$ cat src/verilog/swmem_params.svh
`ifndef SWMEM_PARAMS_SVH
`define SWMEM_PARAMS_SVH
`define ADDR_W          12
`define SPACE_BIT       11
`define STREAM_HI       10
`define STREAM_LO       7
`define CHAN_HI         6
`define CHAN_LO         0
`define SEL_W           3
`define SEL_DATA        3'h0
`define SEL_CONN        3'h1
`define WORD_W          16
`define CW_MODE_BIT     0
`define CW_STREAM_HI    11
`define CW_STREAM_LO    8
`define CW_CHAN_HI      7
`define CW_CHAN_LO      1
`define RATE_2M         2'h0
`define RATE_4M         2'h1
`define RATE_8M         2'h2
`define LAST_CH_2M      7'h1F
`define LAST_CH_4M      7'h3F
`define LAST_CH_8M      7'h7F
`endif

$ cat src/verilog/swmem_pkg.sv
package swmem_pkg;
  typedef struct packed {
    logic [3:0] stream;
    logic [6:0] channel;
  } mem_loc_t;
  typedef struct packed {
    logic       connection_word_mode_bit;
    logic [3:0] source_stream_field;
    logic [6:0] source_channel_field;
  } conn_word_t;
endpackage
$ cat src/verilog/channel_range_check.sv
`include "swmem_params.svh"
module channel_range_check (
  input  wire logic [1:0] rate_i,
  input  wire logic [6:0] channel_i,
  output logic            in_range_o
);
  logic [6:0] last;
  always_comb begin
    if (rate_i == `RATE_2M) begin
      last = `LAST_CH_2M;
    end else if (rate_i == `RATE_4M) begin
      last = `LAST_CH_4M;
    end else begin
      last = `LAST_CH_8M;
    end
    in_range_o = (channel_i <= last);
  end
endmodule

$ cat src/verilog/switch_memory_access_decode.sv
`include "swmem_params.svh"
module switch_memory_access_decode
  import swmem_pkg::*;
(
  input  wire logic               clk_sys_i,
  input  wire logic               rstn_i,
  input  wire logic               access_i,
  input  wire logic [11:0]        addr_i,
  input  wire logic [2:0]         mem_select_i,
  input  wire logic [15:0]        wdata_i,
  input  wire logic [1:0]         stream_rate_i,
  output logic                    reg_access_o,
  output logic                    data_mem_access_o,
  output logic                    conn_mem_access_o,
  output mem_loc_t                loc_o,
  output logic                    slot_valid_o,
  output logic                    conn_write_o,
  output conn_word_t              conn_word_o
);
  logic       rst_meta;
  logic       rst_sync;
  logic       in_range;
  logic       space_select_address_bit;
  logic       mem_hit;
  logic       data_hit;
  logic       conn_hit;
  mem_loc_t   next_loc;
  conn_word_t next_word;

  // release is synchronised so every output flop leaves reset on the same edge
  always_ff @(posedge clk_sys_i or negedge rstn_i) begin
    if (!rstn_i) begin
      rst_meta <= 1'h0;
      rst_sync <= 1'h0;
    end else begin
      rst_meta <= 1'h1;
      rst_sync <= rst_meta;
    end
  end

  assign space_select_address_bit = addr_i[`SPACE_BIT];
  assign mem_hit = access_i && space_select_address_bit;
  assign data_hit = mem_hit && (mem_select_i == `SEL_DATA);
  assign conn_hit = mem_hit && (mem_select_i == `SEL_CONN);

  assign next_loc.stream  = addr_i[`STREAM_HI:`STREAM_LO];
  assign next_loc.channel = addr_i[`CHAN_HI:`CHAN_LO];
  assign next_word.connection_word_mode_bit = wdata_i[`CW_MODE_BIT];
  assign next_word.source_stream_field  = wdata_i[`CW_STREAM_HI:`CW_STREAM_LO];
  assign next_word.source_channel_field = wdata_i[`CW_CHAN_HI:`CW_CHAN_LO];

  channel_range_check channel_range_check_inst (
    .rate_i     (stream_rate_i),
    .channel_i  (next_loc.channel),
    .in_range_o (in_range)
  );

  always_ff @(posedge clk_sys_i or negedge rst_sync) begin
    if (!rst_sync) begin
      reg_access_o <= 1'h0;
    end else begin
      reg_access_o <= access_i && !space_select_address_bit;
    end
  end

  always_ff @(posedge clk_sys_i or negedge rst_sync) begin
    if (!rst_sync) begin
      data_mem_access_o <= 1'h0;
    end else begin
      data_mem_access_o <= data_hit;
    end
  end

  always_ff @(posedge clk_sys_i or negedge rst_sync) begin
    if (!rst_sync) begin
      conn_mem_access_o <= 1'h0;
    end else begin
      conn_mem_access_o <= conn_hit;
    end
  end

  // connection write strobe
  // the port carries no read or write line, so every connection access is a write
  always_ff @(posedge clk_sys_i or negedge rst_sync) begin
    if (!rst_sync) begin
      conn_write_o <= 1'h0;
    end else begin
      conn_write_o <= conn_hit;
    end
  end

  // location capture
  // refused selects still capture, so the last aimed location stays visible
  always_ff @(posedge clk_sys_i or negedge rst_sync) begin
    if (!rst_sync) begin
      loc_o <= '0;
    end else if (mem_hit) begin
      loc_o <= next_loc;
    end
  end

  always_ff @(posedge clk_sys_i or negedge rst_sync) begin
    if (!rst_sync) begin
      slot_valid_o <= 1'h0;
    end else if (mem_hit) begin
      slot_valid_o <= in_range;
    end
  end

  always_ff @(posedge clk_sys_i or negedge rst_sync) begin
    if (!rst_sync) begin
      conn_word_o <= '0;
    end else if (mem_hit) begin
      conn_word_o <= next_word;
    end
  end

  chk_reg_space_only: assert property (@(posedge clk_sys_i) disable iff (!rst_sync)
    reg_access_o |-> !$past(addr_i[`SPACE_BIT]))
    else $error("register access in memory space");

  chk_reg_strobe_set: assert property (@(posedge clk_sys_i) disable iff (!rst_sync)
    (access_i && !addr_i[`SPACE_BIT]) |=> reg_access_o)
    else $error("register access missed");

  chk_mem_space_route: assert property (@(posedge clk_sys_i) disable iff (!rst_sync)
    (access_i && addr_i[`SPACE_BIT]) |=> !reg_access_o)
    else $error("memory access hit registers");

  chk_mem_one_target: assert property (@(posedge clk_sys_i) disable iff (!rst_sync)
    !(data_mem_access_o && conn_mem_access_o))
    else $error("two memories selected");

  chk_data_select: assert property (@(posedge clk_sys_i) disable iff (!rst_sync)
    (access_i && addr_i[`SPACE_BIT] && mem_select_i == `SEL_DATA) |=> data_mem_access_o)
    else $error("data memory not selected");

  chk_conn_select: assert property (@(posedge clk_sys_i) disable iff (!rst_sync)
    (access_i && addr_i[`SPACE_BIT] && mem_select_i == `SEL_CONN) |=>
      (conn_mem_access_o && conn_write_o))
    else $error("connection memory not selected");

  chk_refused_select: assert property (@(posedge clk_sys_i) disable iff (!rst_sync)
    (access_i && mem_select_i != `SEL_DATA && mem_select_i != `SEL_CONN) |=>
      !(data_mem_access_o || conn_mem_access_o))
    else $error("memory strobe on refused select");

  chk_idle_quiet: assert property (@(posedge clk_sys_i) disable iff (!rst_sync)
    !access_i |=> !(reg_access_o || data_mem_access_o || conn_mem_access_o || conn_write_o))
    else $error("strobe without access");

  chk_loc_capture: assert property (@(posedge clk_sys_i) disable iff (!rst_sync)
    (access_i && addr_i[`SPACE_BIT]) |=> loc_o.channel == $past(addr_i[`CHAN_HI:`CHAN_LO]))
    else $error("channel not captured");

  chk_stream_capture: assert property (@(posedge clk_sys_i) disable iff (!rst_sync)
    (access_i && addr_i[`SPACE_BIT]) |=>
      loc_o.stream == $past(addr_i[`STREAM_HI:`STREAM_LO]))
    else $error("stream not captured");

  chk_loc_hold: assert property (@(posedge clk_sys_i) disable iff (!rst_sync)
    !(access_i && addr_i[`SPACE_BIT]) |=>
      ($stable(loc_o) && $stable(slot_valid_o) && $stable(conn_word_o)))
    else $error("location changed without memory access");

  chk_slow_window: assert property (@(posedge clk_sys_i) disable iff (!rst_sync)
    (access_i && addr_i[`SPACE_BIT] && stream_rate_i == `RATE_2M) |=>
      slot_valid_o == ($past(addr_i[`CHAN_HI:`CHAN_LO]) <= `LAST_CH_2M))
    else $error("2M window");

  chk_mid_window: assert property (@(posedge clk_sys_i) disable iff (!rst_sync)
    (access_i && addr_i[`SPACE_BIT] && stream_rate_i == `RATE_4M) |=>
      slot_valid_o == ($past(addr_i[`CHAN_HI:`CHAN_LO]) <= `LAST_CH_4M))
    else $error("4M window");

  chk_fast_window: assert property (@(posedge clk_sys_i) disable iff (!rst_sync)
    (access_i && addr_i[`SPACE_BIT] && stream_rate_i == `RATE_8M) |=> slot_valid_o)
    else $error("8M window");

  chk_out_range: assert property (@(posedge clk_sys_i) disable iff (!rst_sync)
    (access_i && addr_i[`SPACE_BIT] && stream_rate_i == `RATE_2M &&
      addr_i[`CHAN_HI:`CHAN_LO] > `LAST_CH_2M) |=>
      (!slot_valid_o && loc_o.channel == $past(addr_i[`CHAN_HI:`CHAN_LO])))
    else $error("out of window channel not stored or not flagged");

  chk_mode_capture: assert property (@(posedge clk_sys_i) disable iff (!rst_sync)
    (access_i && addr_i[`SPACE_BIT]) |=>
      conn_word_o.connection_word_mode_bit == $past(wdata_i[`CW_MODE_BIT]))
    else $error("mode bit not captured");

  chk_word_fields: assert property (@(posedge clk_sys_i) disable iff (!rst_sync)
    conn_write_o |->
      conn_word_o.source_stream_field == $past(wdata_i[`CW_STREAM_HI:`CW_STREAM_LO]))
    else $error("source stream field");

  chk_chan_field: assert property (@(posedge clk_sys_i) disable iff (!rst_sync)
    conn_write_o |->
      conn_word_o.source_channel_field == $past(wdata_i[`CW_CHAN_HI:`CW_CHAN_LO]))
    else $error("source channel field");
endmodule

$ cat config.mk
export PLATFORM = sky130hd
export DESIGN_NAME = switch_memory_access_decode
export DESIGN_NICKNAME = d
export VERILOG_FILES = /design/src/verilog/swmem_pkg.sv /design/src/verilog/channel_range_check.sv /design/src/verilog/switch_memory_access_decode.sv
export VERILOG_INCLUDE_DIRS = /design/src /design/src/verilog
export SDC_FILE = /design/constraint.sdc
export NUM_CORES = 1
export LEC_CHECK = 0
export BUFFER_PORTS_ARGS = -buffer_cell sky130_fd_sc_hd__buf_4
export CAP_MARGIN = 0
export CORE_ASPECT_RATIO = 1.75
export CORE_MARGIN = 2
export CORE_UTILIZATION = 39
export CTS_CLUSTER_DIAMETER = 100
export DETAILED_ROUTE_END_ITERATION = 8
export GPL_ROUTABILITY_DRIVEN = 0
export GPL_TIMING_DRIVEN = 0
export PLACE_DENSITY_LB_ADDON = 0.15
export SLEW_MARGIN = 20
export SYNTH_ARGS = -nofsm -noshare
export SYNTH_HDL_FRONTEND = slang
export SYNTH_SLANG_ARGS = --single-unit
$ cat constraint.sdc
create_clock -name clk_sys_i -period 0.8 [get_ports clk_sys_i]
set_input_delay 0.04 -clock clk_sys_i [delete_from_list [all_inputs] [get_ports clk_sys_i]]
set_output_delay 0.04 -clock clk_sys_i [all_outputs]
set_load 0.03 [all_outputs]
==> results of run 1 <==
[placed cells by master, fill, tap and decap left out, types with 2 or more instances in the layout]
cell type,n
a21oi_1,2
buf_4,29
buf_6,31
clkbuf_1,2
clkbuf_8,6
dfrtp_1,5
dfrtp_2,23
dlygate4sd3_1,15
dlymetal6s4s_1,4
ha_1,2
mux2_2,4
mux2_4,19
nor2_1,2
[final cells by class]
| class | count | area share, % |
|---|---|---|
| Sequential cell | 29 | 35.8 |
| Timing Repair Buffer | 76 | 34.6 |
| Multi-Input combinational cell | 37 | 21.9 |
| Clock buffer | 8 | 4.25 |
| Tap cell | 28 | 1.65 |
| Buffer | 3 | 1.59 |
| Inverter | 1 | 0.177 |
[power by group through the flow]
stage	sequential (mW)	clock, mW	combinational (mW)
after global placement	1.83	0	1.15
after global routing	1.89	1.33	1.44
after CTS	1.85	1.25	1.37
final	1.85	1.21	1.37
after floorplan	2.20	0	0.310
after detailed placement	1.84	0	1.16
[sequential cells by signal, summed over array words and instances, names as in the netlist]
| name | count |
|---|---|
| rst_sync | 1 |
| conn_mem_access_o | 1 |
| data_mem_access_o | 1 |
| reg_access_o | 1 |
| conn_word_o | 12 |
| loc_o | 11 |
| slot_valid_o | 1 |
| rst_meta | 1 |
[routing by layer]
| metal | track usage [%] | wire [µm] | vias to the layer above |
|---|---|---|---|
| met5 | 0 | 0 | - |
| met4 | 8.86 | 62 | 0 |
| met3 | 8.00 | 215 | 6 |
| met2 | 29.6 | 1570 | 46 |
| met1 | 16.6 | 970 | 436 |
| li1 | - | - | 406 |
[logic make-up (layout without fill, tap and decap cells)]
| family | after synthesis | count (layout) | share of synthesized area, % |
|---|---|---|---|
| compound gates | 3 | 3 | 1.26 |
| fa+ha+maj | 2 | 2 | 2.10 |
| buf+inv | 4 | 88 | 2.84 |
| flops | 29 | 29 | 61.1 |
| mux | 23 | 23 | 27.2 |
| other cells | 1 | 1 | 0.315 |
| simple gates | 8 | 8 | 5.26 |
[what timing repair did]
action	4_1_cts	5_1_grt
pin swaps	0	0
endpoints found under the setup margin	28	70
gates resized for setup	29	10
buffers inserted	1	0
endpoints found under the hold margin	23	6
hold buffers	19	3
[through the flow]
stage / cells / hold slack (ns) / setup WS, ns / instance area (µm²) / TNS, ns
3_3_place_gp: 157 / -0.178 / -0.149 / 1700 / -2.42
3_5_place_dp: 157 / -0.175 / -0.163 / 1700 / -2.68
5_1_grt: 182 / -0.00561 / -0.181 / 2120 / -2.66
2_1_floorplan: 70 / -0.256 / -0.0476 / 1220 / -1.03
4_1_cts: 185 / -0.00504 / -0.162 / 2100 / -2.00
6_report: 182 / -0.00222 / -0.150 / 2120 / -1.74
[worst max path at each step]
stage,from,to,depth (start not counted)
floorplan,conn_word_o[10],conn_word_o[10],1
global placement,stream_rate_i[1],slot_valid_o,6
detailed placement,stream_rate_i[1],slot_valid_o,6
CTS,conn_mem_access_o,conn_write_o,2
global route,conn_mem_access_o,conn_write_o,2
finish,conn_mem_access_o,conn_write_o,2
==> impl_results.md, run 1 <==
* Status: finished, violations left
* Failing checks: hold timing, setup timing
* Worst path slowest cell: dfrtp_1
* Worst R2R Start: conn_word_o[11]
* Clock sinks at 29
* Fin Hold WS at -0.00222 ns
* Predominant post-synthesis flop cell: dfrtp_1
* Int Power at 3.15 mW
* Drt initial violations at 14
* Drt total wl at ~2800 µm
* DR DRC count at 0
* Final Max Slew Viols at 0
* Finish-stage setup viols at 35
* Cell mode on critical path: buf_6
* WL per Instance at 15.5 µm
* Buffer and inverter count on the worst path at 2
* Top Family by Delay on Critical Path: flip-flops
* Clock period minus worst slack at around 0.95 ns
* Final core occ at 72.4%
* Sink of the worst hold path: loc_o[7]
* Synth cell types at 16
* Critical hold path startpoint: addr_i[7]
* FF-to-FF path depth at 1
* WP data required at approximately 0.76 ns
* Post-DP HPWL at about 1900 µm
* Die width at 45.7 µm
* Synthesis warning total at 0
* PD cells at ~2100 nW/µm²
* Switching Fraction at 29.0%
* CP Max Fanout at 2
* Antenna cells at 0
* Worst setup margin at -0.150 ns
* Max-Cap Viols at 0
* Initial Util at 40.6%
* Internal reg-to-reg setup slack at 0.01 ns
* Avg Inst Size Synth at around 17 µm²
* Initial antenna violation count at 0
* Hold Path Cell Cnt at 2
* Leak at around 1.1 nW
* Seq pwr share at 41.8%
* CTS tree: done
* Fin nets at 191
* Largest net degree at the start of global routing at 28
* Worst VDD drop at about 1800 µV
* Grt total ovfl at 0
* Die ar. at 3520 µm²
* Synth top cells by count: dfrtp_1 (29), mux2_4 (17), mux2_2 (6)
* H-tree Lvls at 2
* Clock Tree Buf Depth at 2
* Root buf cell: clkbuf_8
* DRT Pass-1 Iters at 3
* FILL cells at 205
* Net Sw Power at 1.29 mW
* Area Growth Syn to Fin at 78.2%
* Vias in the first global route at ~1,000
* Synth area leaders: dfrtp_1 (61%), mux2_4 (21%), mux2_2 (5.7%)
* Final Hold Fails at 1
* Cells after Synth at 70
* First-pass GRT wire length at about 4300 µm
* Ports at 64
* Top-count cell post-synth: dfrtp_1
* Area taken by multi-input logic gates at 464 µm²
* FMAX at roughly 1100 MHz
* Synth Register Bits at 29
* Vias at slightly below 900
* Worst min path class: in -> reg
* Vias per cell at between 4 and 5
* GRT Util Overall at between 10% and 20%
* Combinational power share at roughly 31%
* Critical-path cell list: buf_6 > buf_6
* Skew-Pair Late Insertion Delay at 0.27 ns
* Layout cells sized above 1 at 76.0%
* Buffers on Ports at just under 60
* Final ANT Viol Nets at 0
* Post-Syn Nets at approximately 110
* CTS Buf Count at 5
* Arr. time, crit path at 0.91 ns
* Crit path kind: reg -> out
* Area leader, netlist: dfrtp_1
* Mapped cell area at 1190 µm²
* FF/Latch Area at 758 µm²
* Clock transition at path regs at about 0.06 ns
* Sequential share of the synthesized area at 61.1%
* Critical Path Sink Type: primary output
* Share of the synthesized area in the top cell type at between 60% and 70%
* Core area at 2930 µm²
* Die height at 77.0 µm
* # rows at 26
* EDFF count, synth at 0
* RSZ-0062 raised after global routing: yes
* Max incr delay on CP at 0.39 ns
* CP startpoint kind: flip-flop
* FFs w/ async S/R, synth at 100%
* Fin Clk Skew at 0.00221 ns
* Crit share post-route at 119%
* Clk pwr share at 27.3%
* Pwr Total at 4.44 mW
* Worst reg2reg endpoint: conn_word_o[11]
(Power assumes the default switching activity.)
==> run 2, diff against run 1 <==
--- a/config.mk
+++ b/config.mk
@@ -20,3 +20,4 @@
 export SYNTH_ARGS = -nofsm -noshare
 export SYNTH_HDL_FRONTEND = slang
 export SYNTH_SLANG_ARGS = --single-unit
+export TNS_END_PERCENT = 20
==> impl_results.md, run 2 (same netlist as run 1, synthesis figures left out) <==
* Status: finished, violations left
* Failing checks: setup timing
* WL per Instance at 14.9 µm (-3.7%)
* H-tree Lvls at 2 (unchanged)
* Design Area, Final at 2210 µm² (+4.4%)
* Commonest non-fill, non-tap cell in the layout: buf_4
* Worst min path class: in -> reg
* Fin nets at 200 (+4.7%)
* DRT Pass-1 Iters at 4 (+1)
* CP startpoint kind: flip-flop
* Largest net degree at the start of global routing at 28 (unchanged)
* Layout cells sized above 1 at 65.6% (-10 points)
* DR DRC count at 0 (unchanged)
* CTS Buf Count at 5 (unchanged)
* Worst setup path startpoint: conn_mem_access_o
* FF-to-FF path depth at 1 (unchanged)
* Critical-path cell list: buf_6 > buf_6
* Vias in the first global route at 1,029 (+3.4%)
* Post-DP HPWL at 1760 µm (-7.4%)
* Initial Util at 40.6% (unchanged)
* First-pass GRT wire length at 4410 µm (+1.8%)
* Initial antenna violation count at 0 (unchanged)
* Worst VDD drop at 1670 µV (-4.6%)
* Crit share post-route at 119% (about the same)
* CP Max Fanout at 2 (unchanged)
* Internal reg-to-reg setup slack at -0.01 ns (-0.02 ns)
* FILL cells at 182 (-11%)
* Clock transition at path regs at 0.06 ns (about the same)
* Worst path slowest cell: dfrtp_1
* Worst setup margin at -0.151 ns (-0.000939 ns)
* Post-Place Setup Slack at -0.156 ns (+0.00727 ns)
* FMAX at 1050 MHz (about the same)
* RSZ-0062 raised after global routing: yes
* Fin Clk Skew at 0.00133 ns (-0.000882 ns)
* Die height at 77.0 µm (unchanged)
* Cell mode on critical path: buf_6
* Arr. time, crit path at 0.91 ns (about the same)
* Grt total ovfl at 0 (unchanged)
* Final Max Slew Viols at 0 (unchanged)
* Layout Cells excl Fill at 191 (+4.9%)
* Placed inst area at 1680 µm² (-0.96%)
* Clock Tree Buf Depth at 2 (unchanged)
* Seq pwr share at 38.5% (-3.3 points)
* Max-Cap Viols at 0 (unchanged)
* Crit path kind: reg -> out
* # rows at 26 (unchanged)
* Drt total wl at 2850 µm (+1.1%)
* Vias per cell at 4.86 (-0.98%)
* Finish-stage setup viols at 32 (-8.6%)
* Vias at 929 (+3.9%)
* Drt initial violations at 10 (-4)
* CTS tree: done
* Clock sinks at 29 (unchanged)
* Buffers on Ports at 59 (unchanged)
* Final ANT Viol Nets at 0 (unchanged)
* Leak at 1.20 nW (+14%)
* Clock period minus worst slack at 0.951 ns (+0.000939 ns)
* Net Sw Power at 1.30 mW (+1.3%)
* Placed Cells at 157 (unchanged)
* Most frequent cells in the layout: buf_4 (33), buf_6 (30), mux2_4 (19)
* Clk pwr share at 32.2% (+4.9 points)
* Critical Path Sink Type: primary output
* Setup TNS at -1.66 ns (+0.0747 ns)
* Root buf cell: clkbuf_8
* Worst R2R Start: conn_word_o[5]
* Combinational power share at 29.3% (-1.6 points)
* Max reg flops at 12 (unchanged)
* Int Power at 3.47 mW (+10%)
* Core area at 2930 µm² (unchanged)
* Final Hold Fails at 0 (-1)
* Die ar. at 3520 µm² (unchanged)
* Antenna cells at 0 (unchanged)
* Final core occ at 75.5% (+3.2 points)
* Ports at 64 (unchanged)
* Worst Setup EP: conn_write_o
* Largest regs: conn_word_o: 12 flops, loc_o: 11 flops
* GRT Util Overall at 17.0% (-0.48 points)
* Max incr delay on CP at 0.39 ns (about the same)
* Worst reg2reg endpoint: conn_word_o[5]
* Post CTS Setup Buffer Count at 0 (-1)
* Die width at 45.7 µm (unchanged)
* Skew-Pair Late Insertion Delay at 0.27 ns (about the same)
* Switching Fraction at 27.3% (-1.7 points)
* PD cells at 2160 nW/µm² (+3.1%)
* Fin Hold WS at 0.00675 ns (+0.00897 ns)
* Pwr Total at 4.77 mW (+7.6%)
* WP data required at 0.76 ns (about the same)
* Largest register by flop count: conn_word_o
* Area Growth Syn to Fin at 86.0%
-- run 2: changes by cell type in the layout (fill, tap and decap cells not counted), moves of 4 or more --
cell,previous run,this run
buf_4,29,33
dfrtp_1,5,18
dfrtp_2,23,10
dlygate4sd3_1,15,11
dlymetal6s4s_1,4,14
-- run 2: final cells by class --
cell class,instances,area (µm²),area share (%)
buffer,3,33.8,1.53
clock buffer,7,86.3,3.90
clock inverter,1,30.0,1.36
inverter,1,3.75,0.170
multi-input combinational,37,443,20.0
sequential,29,742,33.6
tap,28,35.0,1.58
timing repair buffer,85,837,37.9
-- run 2: worst min path at each step --
stage	startpoint	to	slack (ns)	cells past startpoint
after detailed placement	rstn_i	rst_meta	-0.18	1
after global routing	addr_i[1]	loc_o[1]	0.009	2
after global placement	rstn_i	rst_meta	-0.18	1
after CTS	addr_i[1]	loc_o[1]	-0.003	2
after floorplan	rstn_i	rst_meta	-0.26	0
final	addr_i[1]	loc_o[1]	0.007	2
-- run 2: critical path: cells and delay by family, from the launching register on --
kind                   cells  cell delay [ns]
buffers and inverters      2             0.24
flip-flops                 1             0.39
-- run 2: metal layers --
metal / GRT usage, % / up-vias / wire length (µm)
met2: 28.9 / 37 / 1580
li1: - / 429 / -
met5: 0 / - / 0
met1: 17.1 / 457 / 1040
met4: 7.71 / 0 / 44
met3: 6.82 / 6 / 184
-- run 2: repair_timing --
action                                  4_1_cts  5_1_grt
gates resized for setup                      28       18
pin swaps                                     0        0
endpoints found under the setup margin       28       70
hold endpoints to repair                     27        0
hold buffers                                 26        0
-- run 2: power by group through the flow --
stage / Combinational [mW] / Clock, mW / Sequential [mW]
2_1_floorplan: 0.310 / 0 / 2.18
3_3_place_gp: 1.14 / 0 / 1.81
3_5_place_dp: 1.16 / 0 / 1.82
4_1_cts: 1.37 / 1.58 / 1.84
5_1_grt: 1.47 / 1.62 / 1.87
6_report: 1.40 / 1.54 / 1.84
